[config.mk]
export PLATFORM = sky130hd
export DESIGN_NAME = wdrg_top
export DESIGN_NICKNAME = d
export VERILOG_FILES = /design/src/shared/wdrg_pkg.sv /design/src/rtl/wdrg_top.sv
export SDC_FILE = /design/constraint.sdc
export NUM_CORES = 1
export LEC_CHECK = 0
export BUFFER_PORTS_ARGS = -buffer_cell sky130_fd_sc_hd__buf_2
export CAP_MARGIN = 20
export CORE_ASPECT_RATIO = 1.75
export CORE_MARGIN = 2
export CORE_UTILIZATION = 58
export CTS_BUF_LIST = sky130_fd_sc_hd__clkbuf_4 sky130_fd_sc_hd__clkbuf_8
export DETAILED_ROUTE_END_ITERATION = 8
export GPL_ROUTABILITY_DRIVEN = 0
export PLACE_DENSITY_LB_ADDON = 0.12
export SYNTH_ARGS = -nofsm -noshare
export SYNTH_HDL_FRONTEND = slang
export SYNTH_SLANG_ARGS = --single-unit
[constraint.sdc]
create_clock -name clk_i -period 3.9 [get_ports clk_i]
set_clock_uncertainty 0.15 [all_clocks]
set_input_delay 0.78 -clock clk_i [delete_from_list [all_inputs] [get_ports clk_i]]
set_output_delay 0.78 -clock clk_i [all_outputs]
set_load 0.01 [all_outputs]
[src/shared/wdrg_pkg.sv]
package wdrg_pkg;

	// ---------------------------------------------------------------
	// clock and slow oscillator rates
	// ---------------------------------------------------------------
	localparam int unsigned WDRG_CLK_HZ = 50_000_000;
	localparam int unsigned WDRG_LIRC_HZ = 32_000;
	localparam int unsigned WDRG_LIRC_DIV = WDRG_CLK_HZ / WDRG_LIRC_HZ;

	// start-up delay after a reset source is released
	localparam int unsigned WDRG_RSTD_TIME_US = 16;
	localparam int unsigned WDRG_RSTD_CYCLES = (WDRG_RSTD_TIME_US * (WDRG_CLK_HZ / 1_000_000) > 0)
		? WDRG_RSTD_TIME_US * (WDRG_CLK_HZ / 1_000_000) : 1;

	// slow oscillator ticks before a corrupted key resets the device
	localparam logic [1:0] WDRG_KEY_FAULT_TICKS = 2'h2;

	// ---------------------------------------------------------------
	// register byte offsets
	// ---------------------------------------------------------------
	localparam logic [3:0] WDRG_OFS_WDT_CTRL = 4'h0;
	localparam logic [3:0] WDRG_OFS_PIN_KEY = 4'h4;
	localparam logic [3:0] WDRG_OFS_STATUS = 4'h8;
	localparam logic [3:0] WDRG_OFS_CMD = 4'hC;

	// ---------------------------------------------------------------
	// field layout and values
	// ---------------------------------------------------------------
	localparam int unsigned WDRG_KEY_LSB = 3;
	localparam logic [4:0] WDRG_WDT_KEY_OFF = 5'h15;
	localparam logic [4:0] WDRG_WDT_KEY_ON = 5'h0A;
	localparam logic [7:0] WDRG_PIN_KEY_IO = 8'h55;
	localparam logic [7:0] WDRG_PIN_KEY_RST = 8'hAA;
	localparam logic [7:0] WDRG_WDT_CTRL_RST = 8'h53;
	localparam logic [7:0] WDRG_PIN_KEY_RSTV = 8'h55;

	// status bits
	localparam int unsigned WDRG_ST_WKF = 0;
	localparam int unsigned WDRG_ST_PKF = 3;
	localparam int unsigned WDRG_ST_TMO = 4;

	// command bits
	localparam int unsigned WDRG_CMD_CLR = 0;
	localparam int unsigned WDRG_CMD_HALT = 1;

	// watchdog counter width covers the longest ratio, 2^18
	localparam int unsigned WDRG_CNT_W = 19;

	// reset sequencer states
	typedef enum logic [1:0] {
		WDRG_RUN,
		WDRG_HOLD,
		WDRG_DELAY
	} wdrg_state_t;

endpackage

[src/rtl/wdrg_top.sv]
`timescale 1ns/10ps

// Functional notes
// - enabled watchdog overflow in normal running causes a full device reset
// - enable key pattern 10101B disables the watchdog
// - enable key pattern 01010B enables the watchdog
// - any other enable key resets the device after 2 to 3 slow ticks
// - enable key holds 01010B after power-on
// - normal-mode timeout resets the device and sets the timeout flag
// - low-power timeout sets timeout flag and resets only PC and SP
// - low level on the external reset pin clears the watchdog count when pin key AAh selects reset input
// - writing an invalid enable key clears the watchdog count
// - halt instruction clears the watchdog count
// - timeout ratios span 2^8 up to 2^18 of the source clock
// - power-on reset forces the program counter to zero
// - power-on reset sets all port data and direction registers high
// - pin key 55h selects I/O, AAh selects external reset input
// - any other pin key resets the device after 2 to 3 slow ticks
// - pin key holds 55h after power-on
// - after external reset release, wait a start-up delay with execution held
// - external pin reset leaves some registers unchanged, unlike power-on
// - supply drop causes a full reset and also reloads the enable key and pin key registers
// - three-bit select chooses the sub clock division ratio
// - corrupted enable key reset sets the watchdog key fault flag
// - corrupted pin key reset sets the pin key fault flag
module wdrg_top import wdrg_pkg::*; #(
	parameter int unsigned LIRC_DIV = WDRG_LIRC_DIV,
	parameter int unsigned RSTD_CYCLES = WDRG_RSTD_CYCLES
) (
	// clock and power-on reset
	input wire logic clk_i,
	input wire logic rst_i,
	// wishbone slave
	input wire logic cyc_i,
	input wire logic stb_i,
	input wire logic we_i,
	input wire logic [3:0] adr_i,
	input wire logic [3:0] sel_i,
	input wire logic [31:0] dat_i,
	output logic [31:0] dat_o,
	output logic ack_o,
	// core status and pins
	input wire logic low_power_i,
	input wire logic ext_nrst_pin_i,
	input wire logic supply_drop_i,
	// reset outputs
	output logic device_reset_o,
	output logic por_reset_o,
	output logic port_preset_o,
	output logic pc_zero_o,
	output logic pc_sp_reset_o,
	output logic ext_pin_is_reset_o,
	output logic timeout_flag_o
);

	// ---------------------------------------------------------------
	// declarations
	// ---------------------------------------------------------------
	logic [15:0] div_q;
	logic slow_tick;
	logic [2:0] pin_sync_q;
	logic [2:0] drop_sync_q;
	logic pin_low_q;
	logic drop_q;
	logic [7:0] watchdog_control_reg_q;
	logic [7:0] pin_function_key_reg_q;
	logic [4:0] wdt_enable_key;
	logic [2:0] timeout_select;
	logic wdt_key_ok;
	logic pin_key_ok;
	logic wdt_enabled;
	logic pin_is_reset;
	logic [1:0] wkey_cnt_q;
	logic [1:0] pkey_cnt_q;
	logic wkey_fault_ev;
	logic pkey_fault_ev;
	logic watchdog_key_fault_flag_q;
	logic pin_key_fault_flag_q;
	logic timeout_flag_q;
	logic [WDRG_CNT_W-1:0] wdt_cnt_q;
	logic [WDRG_CNT_W-1:0] wdt_limit;
	logic wdt_ovf;
	logic ovf_full;
	logic ovf_light;
	logic ack_q;
	logic [31:0] dat_q;
	logic req;
	logic wr_now;
	logic wr_ctrl;
	logic wr_pin;
	logic wr_status;
	logic wr_cmd;
	logic clr_instr;
	logic halt_instr;
	logic ext_rst_level;
	logic full_event;
	wdrg_state_t state_q;
	logic [15:0] delay_q;
	logic por_q;
	logic pc_sp_q;

	// ---------------------------------------------------------------
	// slow oscillator tick, also the sub clock
	// ---------------------------------------------------------------

	// divider producing a one-cycle enable at the slow oscillator rate
	always_ff @(posedge clk_i) begin
		if (rst_i || div_q == 16'(LIRC_DIV - 1)) begin
			div_q <= 16'h0000;
		end else begin
			div_q <= div_q + 16'h0001;
		end
	end
	assign slow_tick = (div_q == 16'(LIRC_DIV - 1));

	// ---------------------------------------------------------------
	// pin synchronisers
	// ---------------------------------------------------------------

	// three-stage capture; only stages two and three are compared
	always_ff @(posedge clk_i) begin
		if (rst_i) begin
			pin_sync_q <= 3'h7;
			drop_sync_q <= 3'h0;
		end else begin
			pin_sync_q <= {pin_sync_q[1:0], ext_nrst_pin_i};
			drop_sync_q <= {drop_sync_q[1:0], supply_drop_i};
		end
	end

	// filtered levels update once the last two stages agree
	always_ff @(posedge clk_i) begin
		if (rst_i) begin
			pin_low_q <= 1'b0;
			drop_q <= 1'b0;
		end else begin
			if (pin_sync_q[1] == pin_sync_q[2]) begin
				pin_low_q <= ~pin_sync_q[2];
			end
			if (drop_sync_q[1] == drop_sync_q[2]) begin
				drop_q <= drop_sync_q[2];
			end
		end
	end

	// ---------------------------------------------------------------
	// wishbone decode
	// ---------------------------------------------------------------
	assign req = cyc_i && stb_i;
	assign wr_now = req && we_i && ack_q && sel_i[0];
	assign wr_ctrl = wr_now && adr_i == WDRG_OFS_WDT_CTRL;
	assign wr_pin = wr_now && adr_i == WDRG_OFS_PIN_KEY;
	assign wr_status = wr_now && adr_i == WDRG_OFS_STATUS;
	assign wr_cmd = wr_now && adr_i == WDRG_OFS_CMD;
	assign clr_instr = wr_cmd && dat_i[WDRG_CMD_CLR];
	assign halt_instr = wr_cmd && dat_i[WDRG_CMD_HALT];

	// ack one cycle after the request, dropped the cycle after
	always_ff @(posedge clk_i) begin
		if (rst_i) begin
			ack_q <= 1'b0;
		end else begin
			ack_q <= req && !ack_q;
		end
	end
	assign ack_o = ack_q;

	// read data captured as ack rises; unmapped reads return zero
	always_ff @(posedge clk_i) begin
		if (rst_i) begin
			dat_q <= 32'h0000_0000;
		end else if (req && !ack_q) begin
			unique case (adr_i)
				WDRG_OFS_WDT_CTRL: dat_q <= {24'h000000, watchdog_control_reg_q};
				WDRG_OFS_PIN_KEY: dat_q <= {24'h000000, pin_function_key_reg_q};
				WDRG_OFS_STATUS: dat_q <= {27'h0000000, timeout_flag_q,
					pin_key_fault_flag_q, 2'h0, watchdog_key_fault_flag_q};
				default: dat_q <= 32'h0000_0000;
			endcase
		end
	end
	assign dat_o = dat_q;

	// ---------------------------------------------------------------
	// protected registers
	// ---------------------------------------------------------------
	assign wdt_enable_key = watchdog_control_reg_q[7:WDRG_KEY_LSB];
	assign timeout_select = watchdog_control_reg_q[WDRG_KEY_LSB-1:0];
	assign wdt_key_ok = (wdt_enable_key == WDRG_WDT_KEY_ON) ||
		(wdt_enable_key == WDRG_WDT_KEY_OFF);
	assign wdt_enabled = (wdt_enable_key == WDRG_WDT_KEY_ON);
	assign pin_key_ok = (pin_function_key_reg_q == WDRG_PIN_KEY_IO) ||
		(pin_function_key_reg_q == WDRG_PIN_KEY_RST);
	assign pin_is_reset = (pin_function_key_reg_q == WDRG_PIN_KEY_RST);
	assign ext_pin_is_reset_o = pin_is_reset;

	// control register; an enable key fault or supply drop reloads it
	always_ff @(posedge clk_i) begin
		if (rst_i || wkey_fault_ev || drop_q) begin
			watchdog_control_reg_q <= WDRG_WDT_CTRL_RST;
		end else if (wr_ctrl) begin
			watchdog_control_reg_q <= dat_i[7:0];
		end
	end

	// pin key register; survives pin and watchdog resets
	always_ff @(posedge clk_i) begin
		if (rst_i || pkey_fault_ev || drop_q) begin
			pin_function_key_reg_q <= WDRG_PIN_KEY_RSTV;
		end else if (wr_pin) begin
			pin_function_key_reg_q <= dat_i[7:0];
		end
	end

	// ---------------------------------------------------------------
	// key checkers on the slow tick
	// ---------------------------------------------------------------

	// count slow ticks while a key is bad; fault fires on the third, 2 to 3 periods on
	always_ff @(posedge clk_i) begin
		if (rst_i || wdt_key_ok || wkey_fault_ev) begin
			wkey_cnt_q <= 2'h0;
		end else if (slow_tick) begin
			wkey_cnt_q <= wkey_cnt_q + 2'h1;
		end
		if (rst_i || pin_key_ok || pkey_fault_ev) begin
			pkey_cnt_q <= 2'h0;
		end else if (slow_tick) begin
			pkey_cnt_q <= pkey_cnt_q + 2'h1;
		end
	end
	assign wkey_fault_ev = !wdt_key_ok && slow_tick &&
		(wkey_cnt_q == WDRG_KEY_FAULT_TICKS);
	assign pkey_fault_ev = !pin_key_ok && slow_tick &&
		(pkey_cnt_q == WDRG_KEY_FAULT_TICKS);

	// fault flags: hardware sets, software clears by writing zero, set wins
	always_ff @(posedge clk_i) begin
		if (rst_i) begin
			watchdog_key_fault_flag_q <= 1'b0;
			pin_key_fault_flag_q <= 1'b0;
		end else begin
			if (wkey_fault_ev) begin
				watchdog_key_fault_flag_q <= 1'b1;
			end else if (wr_status && !dat_i[WDRG_ST_WKF]) begin
				watchdog_key_fault_flag_q <= 1'b0;
			end
			if (pkey_fault_ev) begin
				pin_key_fault_flag_q <= 1'b1;
			end else if (wr_status && !dat_i[WDRG_ST_PKF]) begin
				pin_key_fault_flag_q <= 1'b0;
			end
		end
	end

	// ---------------------------------------------------------------
	// watchdog counter
	// ---------------------------------------------------------------

	// division ratio per select code, 2^8 to 2^18
	always_comb begin
		unique case (timeout_select)
			3'h0: wdt_limit = WDRG_CNT_W'(1) << 8;
			3'h1: wdt_limit = WDRG_CNT_W'(1) << 10;
			3'h2: wdt_limit = WDRG_CNT_W'(1) << 12;
			3'h3: wdt_limit = WDRG_CNT_W'(1) << 14;
			3'h4: wdt_limit = WDRG_CNT_W'(1) << 15;
			3'h5: wdt_limit = WDRG_CNT_W'(1) << 16;
			3'h6: wdt_limit = WDRG_CNT_W'(1) << 17;
			3'h7: wdt_limit = WDRG_CNT_W'(1) << 18;
		endcase
	end

	assign ext_rst_level = pin_is_reset && pin_low_q;
	assign wdt_ovf = wdt_enabled && slow_tick && state_q == WDRG_RUN &&
		(wdt_cnt_q == wdt_limit - WDRG_CNT_W'(1));
	assign ovf_full = wdt_ovf && !low_power_i;
	assign ovf_light = wdt_ovf && low_power_i;

	// count sub clock ticks; several sources clear the count
	always_ff @(posedge clk_i) begin
		if (rst_i || ext_rst_level || state_q != WDRG_RUN) begin
			wdt_cnt_q <= '0;
		end else if (wr_ctrl && !((dat_i[7:WDRG_KEY_LSB] == WDRG_WDT_KEY_ON) ||
			(dat_i[7:WDRG_KEY_LSB] == WDRG_WDT_KEY_OFF))) begin
			wdt_cnt_q <= '0;
		end else if (clr_instr || halt_instr || wdt_ovf) begin
			wdt_cnt_q <= '0;
		end else if (wdt_enabled && slow_tick) begin
			wdt_cnt_q <= wdt_cnt_q + WDRG_CNT_W'(1);
		end
	end

	// timeout flag: set by any overflow, cleared by the clear instruction
	always_ff @(posedge clk_i) begin
		if (rst_i) begin
			timeout_flag_q <= 1'b0;
		end else if (wdt_ovf) begin
			timeout_flag_q <= 1'b1;
		end else if (clr_instr) begin
			timeout_flag_q <= 1'b0;
		end
	end
	assign timeout_flag_o = timeout_flag_q;

	// one-cycle program counter and stack pointer reset in low power
	always_ff @(posedge clk_i) begin
		if (rst_i) begin
			pc_sp_q <= 1'b0;
		end else begin
			pc_sp_q <= ovf_light;
		end
	end
	assign pc_sp_reset_o = pc_sp_q;

	// ---------------------------------------------------------------
	// reset sequencer
	// ---------------------------------------------------------------
	assign full_event = ovf_full || wkey_fault_ev || pkey_fault_ev ||
		ext_rst_level || drop_q;

	// hold while a level source stays active, then run the start-up delay
	always_ff @(posedge clk_i) begin
		if (rst_i) begin
			state_q <= WDRG_DELAY;
			delay_q <= 16'h0000;
		end else begin
			unique case (state_q)
				WDRG_RUN: begin
					if (full_event) begin
						state_q <= WDRG_HOLD;
					end
				end
				WDRG_HOLD: begin
					delay_q <= 16'h0000;
					if (!ext_rst_level && !drop_q) begin
						state_q <= WDRG_DELAY;
					end
				end
				WDRG_DELAY: begin
					if (ext_rst_level || drop_q) begin
						state_q <= WDRG_HOLD;
					end else if (delay_q == 16'(RSTD_CYCLES - 1)) begin
						state_q <= WDRG_RUN;
					end else begin
						delay_q <= delay_q + 16'h0001;
					end
				end
			endcase
		end
	end

	// power-on marker, kept only across the power-on start-up delay
	always_ff @(posedge clk_i) begin
		if (rst_i) begin
			por_q <= 1'b1;
		end else if (state_q == WDRG_RUN) begin
			por_q <= 1'b0;
		end
	end

	// reset outputs: every device reset zeroes the PC; only power-on presets ports
	assign device_reset_o = (state_q != WDRG_RUN);
	assign pc_zero_o = (state_q != WDRG_RUN);
	// gated by the sequencer so the marker never outlives the device reset
	assign por_reset_o = por_q && (state_q != WDRG_RUN);
	assign port_preset_o = por_q && (state_q != WDRG_RUN);

endmodule

**Word level (Yosys, flattened, before mapping)**

Memories as Yosys holds them, arrays and structs flattened. A register that Yosys moved wholly into a read port is not among the register bits.
Index checks and enable logic that the tools add are counted.

- Equal/unequal tests: 23
- Add/sub/neg operators: 6
- Mux-type cells: 17
- Bitwise gates (word level): 1
- Reductions and logical operators: 66

Operators by type and width:

| kind | number |
|---|---|
| 16-bit by 1-bit adder with 16-bit output (second input constant) | 2 |
| 16-bit 2-to-1 mux | 2 |
| 16-bit case mux with 2 select lines | 1 |
| 1-bit logical AND | 26 |
| 8-bit case mux with 3 select lines | 1 |
| 1-bit logical OR | 21 |
| 19-bit by 1-bit adder with 19-bit output (second input constant) | 1 |
| 19-bit equality test | 1 |
| 19-bit by 1-bit subtractor with 19-bit output (second input constant) | 1 |
| 16-bit by 10-bit equality test with 1-bit output (second input constant) | 1 |
| 16-bit by 11-bit equality test with 1-bit output (second input constant) | 1 |
| 5-bit by 4-bit equality test with 1-bit output (second input constant) | 2 |
| 5-bit equality test (second input constant) | 2 |
| 2-bit nonzero test | 5 |
| 1-bit zero test | 9 |
| 4-bit equality test (second input constant) | 2 |
| 8-bit by 7-bit equality test with 1-bit output (second input constant) | 1 |
| 8-bit equality test (second input constant) | 1 |
| 2-bit 2-to-1 mux | 4 |
| 2-bit != test (second input constant) | 4 |
| 2-bit equality test (second input constant) | 3 |
| 1-bit 2-to-1 mux | 6 |
| 3-bit 2-to-1 mux | 2 |
| 2-bit case mux with 3 select lines | 1 |
| 10 further kinds | 13 |

- Flip-flop bits (word level): 119
- Input bits: 48
- Logic and storage cells: 133
- Output and inout bits: 40
- ROM bits: 64
- Memories kept: 1

Memories:

| memory | depth | width | read ports | clocked after memory_dff | write ports | line | RTL |
|---|---|---|---|---|---|---|---|
| (no name shown) | 8 | 8 | 1 | 1 | 0 | wdrg_top.sv:262 | `unique case (timeout_select)` |

**Logic depth before layout (Yosys ltp)**

- Depth after elaboration: 11
- Depth in mapped cells: 10
- Mapped depth without buffers: 8

**Worst setup path before layout**

OpenSTA, ideal clock, no wires.

- Kind: flip-flop to flip-flop
- Start: register wdt_limit[8] (netlist name)
- End: register wdt_cnt_q[10]
- Setup slack: 1144 ps
- Cell stages (with the launch flop): 11
- Clock period less this slack: 2756 ps
- Library setup time: 115 ps
- Arrival time: 2491 ps
- Cell sequence: dfxtp_1 > inv_1 > ha_1 > nor3b_1 > nor2_1 > or4_1 > a2111oi_0 > a31o_1 > buf_6 > buf_8 > nor2_1

- Cells in the longest elaborated chain, start to end: 5

Ends and longest elaborated chain:

| what | line | RTL |
|---|---|---|
| 19-bit by 1-bit subtractor with 19-bit output | wdrg_top.sv:276 | `(wdt_cnt_q == wdt_limit - WDRG_CNT_W'(1));` |
| 19-bit equality test | wdrg_top.sv:276 |  |
| 1-bit logical AND | wdrg_top.sv:275 | `assign wdt_ovf = wdt_enabled && slow_tick && state_q == WDRG_RUN &&` |
| 1-bit logical OR | wdrg_top.sv:287 | `end else if (clr_instr \|\| halt_instr \|\| wdt_ovf) begin` |
| 3-bit OR reduction (no source line) | - |  |
| end signal, assigned | wdrg_top.sv:290 | `wdt_cnt_q <= wdt_cnt_q + WDRG_CNT_W'(1);` |
| end, declared | wdrg_top.sv:80 | `logic [WDRG_CNT_W-1:0] wdt_cnt_q;` |

No other way between the ends.
A chain may end at the register's enable or synchronous reset.

**Worst setup path after layout**

- Start: register wdt_limit[8] (netlist name)
- End: register wdt_cnt_q[18]

- Cells in the longest elaborated chain, start to end: 5

Ends and longest elaborated chain:

| what | line |
|---|---|
| 19-bit by 1-bit subtractor with 19-bit output | wdrg_top.sv:276 |
| 19-bit equality test | wdrg_top.sv:276 |
| 1-bit logical AND | wdrg_top.sv:275 |
| 1-bit logical OR | wdrg_top.sv:287 |
| 3-bit OR reduction (no source line) | - |

No other way between the ends.

==> impl_metrics.csv <==
group,metric,value,unit
outcome,status,"finished, final reports clean",
synth,synth_area,0.00518,mm2
cells_and_area,multi_input_area,0.00282,mm2
cells_and_area,fillers,790,
timing,finalMaxSlewViolations,0,
power,finalPower,2080,uW
synth,synth-seq-area-share,39.8,%
route,dr.pass1.iters,4,
setup_path,worstPathRequired,3.98,ns
setup_path,critPathMostFrequentCell,"nor2_1",
setup_path,critPathLaunchType,"flop",
cells_and_area,layout_common_cells,"103 x dfxtp_1, 72 x nor2_1, 60 x nand2_1, 37 x buf_2, 32 x a21oi_1",
synth,synth_edf_count,0,
die,start_util,59.7,%
setup_path,cp_slowest_cell,"a31o_1",
die,dieArea,0.00973,mm2
cts,cts_buffers,9,
placed_design,port_buffers,36,
route,dr_total_vias,4343,
die,die_h,129,um
cts,tritoncts,"yes",
power,powerDensity,376,mW/mm2
setup_path,path_cells,"inv_1 -> ha_1 -> nor3b_1 -> nor2_1 -> or4_1 -> a2111oi_0 -> buf_4 -> a31o_1 -> nor2_1",
cells_and_area,regArea,0.00206,mm2
cts,cts_sinks,103,
setup_path,crit_type,"flop to flop",
cells_and_area,antennaDiodeCount,0,
grt,gr-usage-all-layers,24.4,%
synth,ys.warnings.count,0,
timing,worst_slew_pin_slew,0.823,ns
cts,cts_hold_buf,0,
route,viasPerCell,5.65,
route,wl,11100,um
route,drtAntennaViolNets,0,
die,ios,88,
setup_path,critPathArrivalTime,3.32,ns
timing,rsz0062_at_grt,"no",
timing,finalCriticalPeriod,3.24,ns
synth,synth-main-ff-cell,"dfxtp_1",
grt,grt_overflow,0,
setup_path,path_max_fanout,19,
setup_path,cp-end-kind,"flop",
setup_path,cp_slowest_stage_delay,0.59,ns
cts,clockBufferDepth,2,
cells_and_area,fin_nets,706,
power,peakVddDrop,0.261,mV
cts,clk-insertion-delay-late,0.37,ns
timing,fmax,309,MHz
cells_and_area,fin_cells,768,
timing,fin_setup_tns,0,ns
cts,cts_resized,0,
grt,grt_pass1_vias,4202,
timing,setup_viol,0,
cells_and_area,design_area,0.00553,mm2
grt,antenna_found_initial,0,
cts,clk_pin_slew_worst_paths,0.09,ns
placed_design,dp_hpwl,8290,um
cts,root_buffer,"clkbuf_8",
synth,async_flop_share,0,%
cts,h-tree-depth,3,
die,fp-row-count,45,
timing,finalHoldViolCount,0,
synth,ys_types,55,
cells_and_area,final_common_cell,"dfxtp_1",
route,drt_iter0_drc,205,
synth,avgSynthCellArea,8.34,um2
worst_hold_path,min_path_type,"flop to flop",
route,wire_per_inst,14.4,um
synth,ys_ff_latch,103,
timing,slew_headroom,43.7,%
placed_design,placed_area,0.00533,mm2
timing,min_period_over_period,83.0,%
job,maxCapViolations,0,
die,coreArea,0.00867,mm2
placed_design,numPlacedInstances,753,
power,power.leakage,0.00207,uW
grt,grt_max_degree,31,
cts,post_cts_buffers,0,
cells_and_area,drive_gt1_share,11.1,%
synth,synthCells,621,
grt,grt_pass1_wl,18600,um
route,drc,0,
die,die_w,75.4,um
cells_and_area,area_growth_syn_to_layout,6.84,%
==> report_power, final <==
group | internal (uW) | switching, uW
Combinational | 102 | 190
Clock | 351 | 344
Sequential | 1080 | 18.9
Total | 1530 | 552
==> kinds of logic after synthesis <==
logic type | synth area share [%]
simple gates | 31.0
flops | 39.8
compound gates | 8.97
buf+inv | 7.32
xor+xnor | 7.78
mux | 2.42
fa+ha+maj | 2.61
other cells | 0.0724
==> layer usage <==
layer | track usage [%] | vias to the layer above | routed length, um
met2 | 43.0 | 85 | 6060
met1 | 26.5 | 2058 | 4390
li1 | - | 2176 | -
met3 | 6.03 | 24 | 300
met4 | 11.4 | 0 | 334
met5 | 0 | - | 0
==> worst max-delay path: cells and delay by family (launching register included) <==
family	cells	cell delay, ns
buf+inv	2	0.29
fa+ha+maj	1	0.22
simple gates	4	1.01
compound gates	2	1.04
flops	1	0.38
==> path summary, 6_finish.rpt <==
kind | slack [ns] | end | from | cells past startpoint
max | 0.66 | wdt_cnt_q[18] | wdt_limit[8] | 9
min | 0.27 | pin_sync_q[1] | pin_sync_q[0] | 1
max reg2reg | 0.66 | wdt_cnt_q[18] | wdt_limit[8] | 9
min reg2reg | 0.27 | pin_sync_q[1] | pin_sync_q[0] | 1
==> registers in the layout (all words and copies together) (netlist names) <==
signal,cells
ack_o,1
dat_o,8
delay_q,16
div_q,16
drop_q,1
drop_sync_q,3
pc_sp_reset_o,1
pin_function_key_reg_q,8
pin_key_fault_flag_q,1
pin_low_q,1
pin_sync_q,3
pkey_cnt_q,2
por_q,1
state_q,2
timeout_flag_o,1
watchdog_control_reg_q,8
watchdog_key_fault_flag_q,1
wdt_cnt_q,19
wdt_limit,8
wkey_cnt_q,2
==> synth_stat cells (6+ instances only) <==
cell type | count | share of area [%]
nand2_1 | 60 | 4.4
dfxtp_1 | 103 | 40
nor3_1 | 23 | 2.2
nor4bb_1 | 9 | 1.7
xor2_1 | 27 | 4.6
and4_1 | 8 | 1.4
or3_1 | 8 | 0.97
inv_1 | 21 | 1.5
and2_1 | 7 | 0.85
nor2_1 | 72 | 5.2
o21ai_0 | 19 | 1.8
xnor2_1 | 19 | 3.2
a21oi_1 | 32 | 3.1
nor2b_1 | 6 | 0.73
clkbuf_1 | 19 | 1.4
buf_4 | 26 | 3.8
nor4b_1 | 6 | 1.0
mux2i_1 | 8 | 1.5
a22oi_1 | 8 | 1.2
nand3b_1 | 9 | 1.3
nand3_1 | 31 | 3.0
and3_1 | 9 | 1.1
ha_1 | 10 | 2.4
nand4_1 | 22 | 2.7
==> area by class of cell <==
class                           instances  share of cell area (%)
Tap cell                              117                    2.65
Timing Repair Buffer                   42                    4.03
Multi-Input combinational cell        471                    51.0
Inverter                               21                    1.43
Sequential cell                       103                    37.3
Clock inverter                          5                    1.36
Clock buffer                            9                    2.24
==> through the flow <==
stage / worst slack (ns) / hold slack, ns / utilization, %
after floorplan: 1.14 / 0.239 / -
after global placement: 0.816 / 0.245 / 61.4
after detailed placement: 0.672 / 0.249 / 61.4
after CTS: 0.630 / 0.271 / 63.7
after global routing: 0.372 / 0.291 / 63.8
final: 0.662 / 0.265 / 63.8
(Power assumes the default switching activity.)
